===== config.mk =====
export PLATFORM = sky130hd
export DESIGN_NAME = wdep_top
export DESIGN_NICKNAME = d
export VERILOG_FILES = /design/src/inc/wdep_pkg.sv /design/src/hdl/wdep_top.sv
export SDC_FILE = /design/constraint.sdc
export NUM_CORES = 1
export LEC_CHECK = 0
export ABC_AREA = 0
export BUFFER_PORTS_ARGS = -buffer_cell sky130_fd_sc_hd__buf_2
export CAP_MARGIN = 30
export CORE_MARGIN = 8
export CORE_UTILIZATION = 40
export DETAILED_ROUTE_END_ITERATION = 10
export SLEW_MARGIN = 10
export SYNTH_ARGS = -nofsm -noshare
export SYNTH_HDL_FRONTEND = slang
export SYNTH_SLANG_ARGS = --single-unit

===== constraint.sdc =====
create_clock -name MCLK -period 5.5 [get_ports MCLK]
set_input_delay 0.55 -clock MCLK [delete_from_list [all_inputs] [get_ports MCLK]]
set_output_delay 0.55 -clock MCLK [all_outputs]
set_load 0.005 [all_outputs]

===== src/inc/wdep_pkg.sv =====
package wdep_pkg;
  // register map, byte addresses on the AXI4-Lite slave
  localparam logic [3:0] ADDR_CONTROL = 4'h0;
  localparam logic [3:0] ADDR_CLEAR = 4'h4;
  localparam logic [3:0] ADDR_STATUS = 4'h8;
  localparam int ADDR_W = 4;
  // control register layout
  localparam int SWEN_BIT = 0;
  localparam int PS_LSB = 1;
  localparam int PS_W = 5;
  localparam logic [7:0] CONTROL_RESET = 8'h16;
  localparam logic [7:0] CONTROL_MASK = 8'h3f;
  // prescale codes
  localparam logic [4:0] PS_MAX_LEGAL = 5'h12;
  localparam int MIN_RATIO_LOG2 = 5;
  // configuration enable field
  localparam logic [1:0] CFG_OFF = 2'h0;
  localparam logic [1:0] CFG_SW = 2'h1;
  // oscillator
  localparam int OSC_HZ = 31000;
  localparam int MCLK_HZ = 100000000;
  // status bits
  localparam int ST_RUN_BIT = 0;
  localparam int ST_TO_BIT = 1;
  // axi responses
  localparam logic [1:0] RESP_OKAY = 2'h0;
  localparam logic [1:0] RESP_SLVERR = 2'h2;
  typedef struct packed {
    logic [4:0] prescale;
    logic sw_enable;
  } wdep_ctrl_t;
endpackage


===== src/hdl/wdep_top.sv =====
`timescale 1ns/1ps
// Summary of operation
// RQ1: prescale code 11111 is reserved and gives the minimum 1:32 interval.
// RQ2: the software watchdog enable sits at bit 0 of the control register.
// RQ3: the software enable is ignored when the configuration field is 00 or 1x.
// RQ4: with configuration field 01 the watchdog runs while the software enable is 1 only.
// RQ5: timing comes from the nominal 31 kHz low-frequency oscillator, so periods are approximate.
// RQ6: each legal prescale code (00000 to 10010) selects a power-of-two ratio, doubling per step, 01101 giving 1:262144.
// RQ7: codes 10011 and above are reserved and give the minimum interval.
// RQ8: while enabled the watchdog counts prescaled ticks and times out unless cleared.
module wdep_top #(
  parameter int CNT_W = 24
) (
  // clock and reset
  input wire logic MCLK,
  input wire logic ARST_N,
  // oscillator and configuration word pins
  input wire logic LOW_FREQ_INTERNAL_OSC,
  input wire logic [1:0] CFG_WATCHDOG_ENABLE_FIELD,
  // watchdog outputs
  output logic TIMEOUT_FLAG,
  output logic WATCHDOG_RUNNING,
  // axi4-lite write address
  input wire logic [wdep_pkg::ADDR_W-1:0] S_AXI_AWADDR,
  input wire logic S_AXI_AWVALID,
  output logic S_AXI_AWREADY,
  // write data
  input wire logic [31:0] S_AXI_WDATA,
  input wire logic [3:0] S_AXI_WSTRB,
  input wire logic S_AXI_WVALID,
  output logic S_AXI_WREADY,
  // write response
  output logic [1:0] S_AXI_BRESP,
  output logic S_AXI_BVALID,
  input wire logic S_AXI_BREADY,
  // read address
  input wire logic [wdep_pkg::ADDR_W-1:0] S_AXI_ARADDR,
  input wire logic S_AXI_ARVALID,
  output logic S_AXI_ARREADY,
  // read data
  output logic [31:0] S_AXI_RDATA,
  output logic [1:0] S_AXI_RRESP,
  output logic S_AXI_RVALID,
  input wire logic S_AXI_RREADY
);
  // counter must reach the largest legal ratio; the 64-bit limit math caps the top end
  if (CNT_W < 24 || CNT_W > 30) begin : g_bad_cnt_w
    $error("CNT_W must hold the largest prescale ratio");
  end

  wdep_pkg::wdep_ctrl_t ctrl_reg;
  logic [CNT_W-1:0] cnt_reg;
  logic timeout_reg;
  logic [1:0] osc_sync_reg;
  logic [1:0] cfg_sync0_reg;
  logic [1:0] cfg_sync1_reg;
  logic osc_last_reg;
  logic osc_tick;
  logic running;
  logic [4:0] ratio_log2;
  logic clear_req;

  // ratio exponent for a prescale code; reserved codes fall back to 1:32
  function automatic logic [4:0] ratio_of(input logic [4:0] code);
    if (code > wdep_pkg::PS_MAX_LEGAL) begin
      ratio_of = 5'(wdep_pkg::MIN_RATIO_LOG2); // RQ1 RQ7
    end else begin
      ratio_of = 5'(code + 5'(wdep_pkg::MIN_RATIO_LOG2)); // RQ6
    end
  endfunction

  // pins from other domains pass two flops first
  always_ff @(posedge MCLK or negedge ARST_N) begin
    if (!ARST_N) begin
      osc_sync_reg <= 2'h0;
      cfg_sync0_reg <= 2'h0;
      cfg_sync1_reg <= 2'h0;
      osc_last_reg <= 1'b0;
    end else begin
      osc_sync_reg <= {osc_sync_reg[0], LOW_FREQ_INTERNAL_OSC};
      cfg_sync0_reg <= CFG_WATCHDOG_ENABLE_FIELD;
      cfg_sync1_reg <= cfg_sync0_reg;
      osc_last_reg <= osc_sync_reg[1];
    end
  end

  // one tick per oscillator rising edge, at nominal 31 kHz
  assign osc_tick = osc_sync_reg[1] && !osc_last_reg; // RQ5

  // 00 keeps it off, 1x keeps it on, 01 hands control to software
  always_comb begin
    unique case (cfg_sync1_reg)
      wdep_pkg::CFG_OFF: running = 1'b0; // RQ3
      wdep_pkg::CFG_SW: running = ctrl_reg.sw_enable; // RQ4
      default: running = 1'b1; // RQ3
    endcase
  end

  assign ratio_log2 = ratio_of(ctrl_reg.prescale);

  // axi write: address and data taken in either order, held until both present
  logic aw_full_reg, w_full_reg, bvalid_reg;
  logic [wdep_pkg::ADDR_W-1:0] awaddr_reg;
  logic [31:0] wdata_reg;
  logic [3:0] wstrb_reg;
  logic [1:0] bresp_reg;
  logic do_write;

  assign S_AXI_AWREADY = !aw_full_reg && !bvalid_reg;
  assign S_AXI_WREADY = !w_full_reg && !bvalid_reg;
  assign do_write = aw_full_reg && w_full_reg && !bvalid_reg;

  always_ff @(posedge MCLK or negedge ARST_N) begin
    if (!ARST_N) begin
      aw_full_reg <= 1'b0;
      w_full_reg <= 1'b0;
      bvalid_reg <= 1'b0;
      awaddr_reg <= '0;
      wdata_reg <= 32'h0;
      wstrb_reg <= 4'h0;
      bresp_reg <= wdep_pkg::RESP_OKAY;
    end else begin
      if (S_AXI_AWVALID && S_AXI_AWREADY) begin
        aw_full_reg <= 1'b1;
        awaddr_reg <= S_AXI_AWADDR;
      end
      if (S_AXI_WVALID && S_AXI_WREADY) begin
        w_full_reg <= 1'b1;
        wdata_reg <= S_AXI_WDATA;
        wstrb_reg <= S_AXI_WSTRB;
      end
      if (do_write) begin
        aw_full_reg <= 1'b0;
        w_full_reg <= 1'b0;
        bvalid_reg <= 1'b1;
        bresp_reg <= (awaddr_reg == wdep_pkg::ADDR_CONTROL
                      || awaddr_reg == wdep_pkg::ADDR_CLEAR
                      || awaddr_reg == wdep_pkg::ADDR_STATUS)
                     ? wdep_pkg::RESP_OKAY : wdep_pkg::RESP_SLVERR;
      end else if (bvalid_reg && S_AXI_BREADY) begin
        bvalid_reg <= 1'b0;
      end
    end
  end

  assign S_AXI_BVALID = bvalid_reg;
  assign S_AXI_BRESP = bresp_reg;

  // control register; only byte lane 0 carries bits
  always_ff @(posedge MCLK or negedge ARST_N) begin
    if (!ARST_N) begin
      ctrl_reg <= wdep_pkg::wdep_ctrl_t'(wdep_pkg::CONTROL_RESET[5:0]);
    end else if (do_write && awaddr_reg == wdep_pkg::ADDR_CONTROL && wstrb_reg[0]) begin
      ctrl_reg.sw_enable <= wdata_reg[wdep_pkg::SWEN_BIT]; // RQ2
      ctrl_reg.prescale <= wdata_reg[wdep_pkg::PS_LSB +: wdep_pkg::PS_W];
    end
  end

  // any write to the clear address restarts the interval
  assign clear_req = do_write && awaddr_reg == wdep_pkg::ADDR_CLEAR;

  // interval counter; stopping also clears it so a restart gets a full interval
  always_ff @(posedge MCLK or negedge ARST_N) begin
    if (!ARST_N) begin
      cnt_reg <= '0;
      timeout_reg <= 1'b0;
    end else begin
      if (!running || clear_req) begin
        cnt_reg <= '0;
      end else if (osc_tick) begin
        if (cnt_reg == CNT_W'((64'h1 << ratio_log2) - 64'h1)) begin
          cnt_reg <= '0;
          timeout_reg <= 1'b1; // RQ8
        end else begin
          cnt_reg <= cnt_reg + 1'b1; // RQ8
        end
      end
      // set wins over a clear in the same cycle
      if (do_write && awaddr_reg == wdep_pkg::ADDR_STATUS && wstrb_reg[0]
          && wdata_reg[wdep_pkg::ST_TO_BIT]
          && !(running && osc_tick && !clear_req
               && cnt_reg == CNT_W'((64'h1 << ratio_log2) - 64'h1))) begin
        timeout_reg <= 1'b0;
      end
    end
  end

  assign TIMEOUT_FLAG = timeout_reg;
  assign WATCHDOG_RUNNING = running;

  // axi read
  logic rvalid_reg;
  logic [31:0] rdata_reg;
  logic [1:0] rresp_reg;
  assign S_AXI_ARREADY = !rvalid_reg;

  always_ff @(posedge MCLK or negedge ARST_N) begin
    if (!ARST_N) begin
      rvalid_reg <= 1'b0;
      rdata_reg <= 32'h0;
      rresp_reg <= wdep_pkg::RESP_OKAY;
    end else if (S_AXI_ARVALID && S_AXI_ARREADY) begin
      rvalid_reg <= 1'b1;
      rresp_reg <= wdep_pkg::RESP_OKAY;
      unique case (S_AXI_ARADDR)
        wdep_pkg::ADDR_CONTROL: rdata_reg <= {26'h0, ctrl_reg};
        wdep_pkg::ADDR_STATUS: rdata_reg <= {30'h0, timeout_reg, running};
        wdep_pkg::ADDR_CLEAR: rdata_reg <= 32'h0;
        default: begin
          rdata_reg <= 32'h0;
          rresp_reg <= wdep_pkg::RESP_SLVERR;
        end
      endcase
    end else if (rvalid_reg && S_AXI_RREADY) begin
      rvalid_reg <= 1'b0;
    end
  end

  assign S_AXI_RVALID = rvalid_reg;
  assign S_AXI_RDATA = rdata_reg;
  assign S_AXI_RRESP = rresp_reg;

  chk_reserved_min: assert property (@(posedge MCLK) disable iff (!ARST_N)
    ctrl_reg.prescale > wdep_pkg::PS_MAX_LEGAL |-> ratio_log2 == 5'h5) // RQ1 RQ7
    else $error("reserved prescale not at minimum");
  chk_ratio_double: assert property (@(posedge MCLK) disable iff (!ARST_N)
    ctrl_reg.prescale == 5'h0d |-> ratio_log2 == 5'h12) // RQ6
    else $error("code 01101 not 1:262144");
  chk_swen_write: assert property (@(posedge MCLK) disable iff (!ARST_N)
    do_write && awaddr_reg == wdep_pkg::ADDR_CONTROL && wstrb_reg[0]
    |=> ctrl_reg.sw_enable == $past(wdata_reg[0])) // RQ2
    else $error("software enable not at bit 0");
  chk_cfg_ignore: assert property (@(posedge MCLK) disable iff (!ARST_N)
    cfg_sync1_reg != wdep_pkg::CFG_SW |-> running == cfg_sync1_reg[1]) // RQ3
    else $error("software enable not ignored");
  chk_cfg_sw: assert property (@(posedge MCLK) disable iff (!ARST_N)
    cfg_sync1_reg == wdep_pkg::CFG_SW |-> running == ctrl_reg.sw_enable) // RQ4
    else $error("software enable not obeyed");
  chk_tick_edge: assert property (@(posedge MCLK) disable iff (!ARST_N)
    osc_tick |=> !osc_tick) // RQ5
    else $error("oscillator tick longer than one cycle");
  chk_stop_clears: assert property (@(posedge MCLK) disable iff (!ARST_N)
    !running |=> cnt_reg == '0) // RQ8
    else $error("counter runs while stopped");
  chk_timeout_cause: assert property (@(posedge MCLK) disable iff (!ARST_N)
    $rose(timeout_reg) |-> $past(running && osc_tick)) // RQ8
    else $error("timeout without an elapsed tick");
endmodule


==> out/qor.yml <==
final_layout:
  largest_reg_flops: 24
  final_nets: 614
  stdcell_count: 704
  drive_above_1_share_pct: 18.4
  layout_common_cells: "58 x dfrtp_1, 53 x nand2_1, 42 x nand3_1"
  antenna_cells: 0
  syn2layout_area_growth_pct: 9.56
  final_common_cell: "dfrtp_1"
setup_path:
  crit_arrival_ns: 4.90
  endpoint_kind: "register"
  cp_data_required_time_ns: 5.71
  setup.worst_path.start_class: "register"
  ff2ff_path_depth: 16
  crit_fanout: 40
  criticalPathCategory: "register to register"
yosys:
  yosys.area_share.simple_pct: 26.0
  synth_top_family_by_area: "simple AND/OR/NAND/NOR gates"
  synth_edf_count: 0
  ys_ff_latch: 61
  yosys.area_share.adder_pct: 1.08
  synth_top_cell_by_area: "dfrtp_1"
  post_synth.cell_area_avg_um2: 8.68
  ys_types: 77
  synth_top_area_share_pct: 31.4
  netlist_instances: 532
  synth-async-reset-ratio_pct: 100
  ys_seq_area_share_pct: 33.1
  synth_compound_area_share_pct: 20.1
  synthTopCellsByArea: "dfrtp_1 31%, buf_4 5.2%, nand3_1 4.6%"
  syn_area_um2: 4620
  synthXorXnorAreaFrac_pct: 4.85
  synth_warnings: 0
  ys.flop_type: "dfrtp_1"
  synthMuxAreaShare_pct: 5.42
routing:
  wl_um: 11800
  viasPerCell: 5.81
  drtIter0Drc: 308
  wl_per_cell_um: 16.8
  drcViolationCount: 0
  dr_total_vias: 4092
  antenna_left: 0
  drtPass1Iterations: 5
global_route:
  gr-usage-met1_pct: 21.7
  use_met2_pct: 25.1
  grt_first_pass_wirelength_um: 19400
  grt_max_degree: 62
  grt_use_total_pct: 16.1
  grt_overflow: 0
  grtUsageMet3_pct: 3.01
  grt_pass1_vias: 3838
  antenna_found_initial: 0
  grt_busiest_layer: "met2"
placed_design:
  placed_cells: 688
  gp_congestion: 0.883
  place_hpwl_um: 8720
  port_buffers: 39
  pre_cts_ws_ns: 0.918
clock_network:
  root_buffer: "clkbuf_16"
  htreeDepth: 3
  cts_setup_buffers: 0
  clock-sinks: 61
  cts_hold_buf: 0
  clk_pin_slew_ns: 0.06
  cts_tree: "yes"
  clockBufferDepth: 2
  cts_buffers: 9
  clock_latency_ns: 0.33
  cts_resized: 0
run:
  drv_cap: 0
timing:
  drv_slew: 0
  setup_viol: 0
  finalSetupTns_ns: 0
  relSlewSlack_pct: 48.0
  rsz0062_at_grt: "false"
  final-hold-violation-count: 0
  period_share_pct: 85.3
  max_slew.worst_pin.slew_ns: 0.781
  finClkSkew_ns: 0.00487
  hold_slack_ns: 0.321
  fmax_mhz: 213
  period_minus_slack_ns: 4.69
  setup_slack_ns: 0.806
outcome:
  status: "finished clean"
die:
  ioPinCount: 97
  die_area_um2: 15200
  core_um2: 11400
  start_util_pct: 40.6
  rows: 39
  die_width_um: 123
  fp.dieH_um: 123
worst_hold_path:
  hold_path_class: "input port to register"
  holdPathStages: 1
pwr:
  ir_drop_mv: 0.289
  power.density_nw_per_um2: 577
  p_leak_nw: 2.20
cell type report:
cell class / instances / area, µm²
fillers: 1126 / 6310
multi-input cells: 426 / 2760
flip-flops and latches: 61 / 1530
repair buffers: 46 / 248
clock buffers: 10 / 229
well taps: 143 / 179
clock inverters: 6 / 71.3
inverters: 12 / 45.0
kinds of logic after synthesis:
group / count (synthesis)
adder cells (fa/ha/maj): 4
AND/OR/NAND/NOR: 225
XOR/XNOR: 24
AO/OA/AOI/OAI: 122
flip-flops: 61
buffers and inverters: 72
multiplexers: 23
other: 1
final timing paths:
path	from	endpoint	slack, ns
worst max register to register	ctrl_reg[1]$_DFFE_PN1P_	cnt_reg[6]$_DFFE_PN0P_	0.81
worst min-delay path	CFG_WATCHDOG_ENABLE_FIELD[0]	cfg_sync0_reg[0]$_DFF_PN0_	0.32
min in group asynchronous	ARST_N	aw_full_reg$_DFFE_PN0P_	0.38
worst min register to register	cfg_sync0_reg[1]$_DFF_PN0_	cfg_sync1_reg[1]$_DFF_PN0_	0.35
worst max-delay path	ctrl_reg[1]$_DFFE_PN1P_	cnt_reg[6]$_DFFE_PN0P_	0.81
max in group asynchronous	ARST_N	cnt_reg[23]$_DFFE_PN0P_	4.60
worst max-delay path: stages, from the launching register on:
cell and delay (ns):
dfstp_2 0.73, inv_1 0.16, ha_1 0.56, nor2b_1 0.30
and3_1 0.28, nand2_1 0.08, ha_1 0.28, xnor2_1 0.25
xnor2_1 0.09, or4_1 0.40, a21oi_1 0.15, o311ai_0 0.19
nor4b_1 0.29, nand4_1 0.13, buf_4 0.29, nand2_1 0.24
o211ai_1 0.13
metrics by stage:
stage	cell area [µm²]	utilization, %	power (mW)
finish	5060	44.5	2.92
global route	5060	44.5	3.14
CTS	5060	44.5	2.92
detailed placement	4760	41.9	2.33
global placement	4760	41.9	2.32
floorplan	4720	-	1.98
cells in the mapped netlist, types with 12 or more instances:
cell / count
nand3_1: 42
nor3_1: 16
buf_4: 32
a31oi_1: 12
mux2_2: 16
dfrtp_1: 58
xor2_1: 15
nand2_1: 53
and3_1: 16
clkbuf_1: 13
inv_1: 12
o21ai_0: 24
nor2_1: 34
power breakdown:
group,switching [mW],internal (mW),total (mW)
combinational,0.983,0.669,1.65
sequential,0.156,0.547,0.703
clock,0.214,0.354,0.568
total,1.35,1.57,2.92
metal layers:
layer  vias to the layer above  wire length (µm)
li1                       1961                 -
met1                      2008              5570
met2                       105              5480
met3                        18               543
met4                         0               227
met5                         -                 0
(Power assumes the default switching activity.)
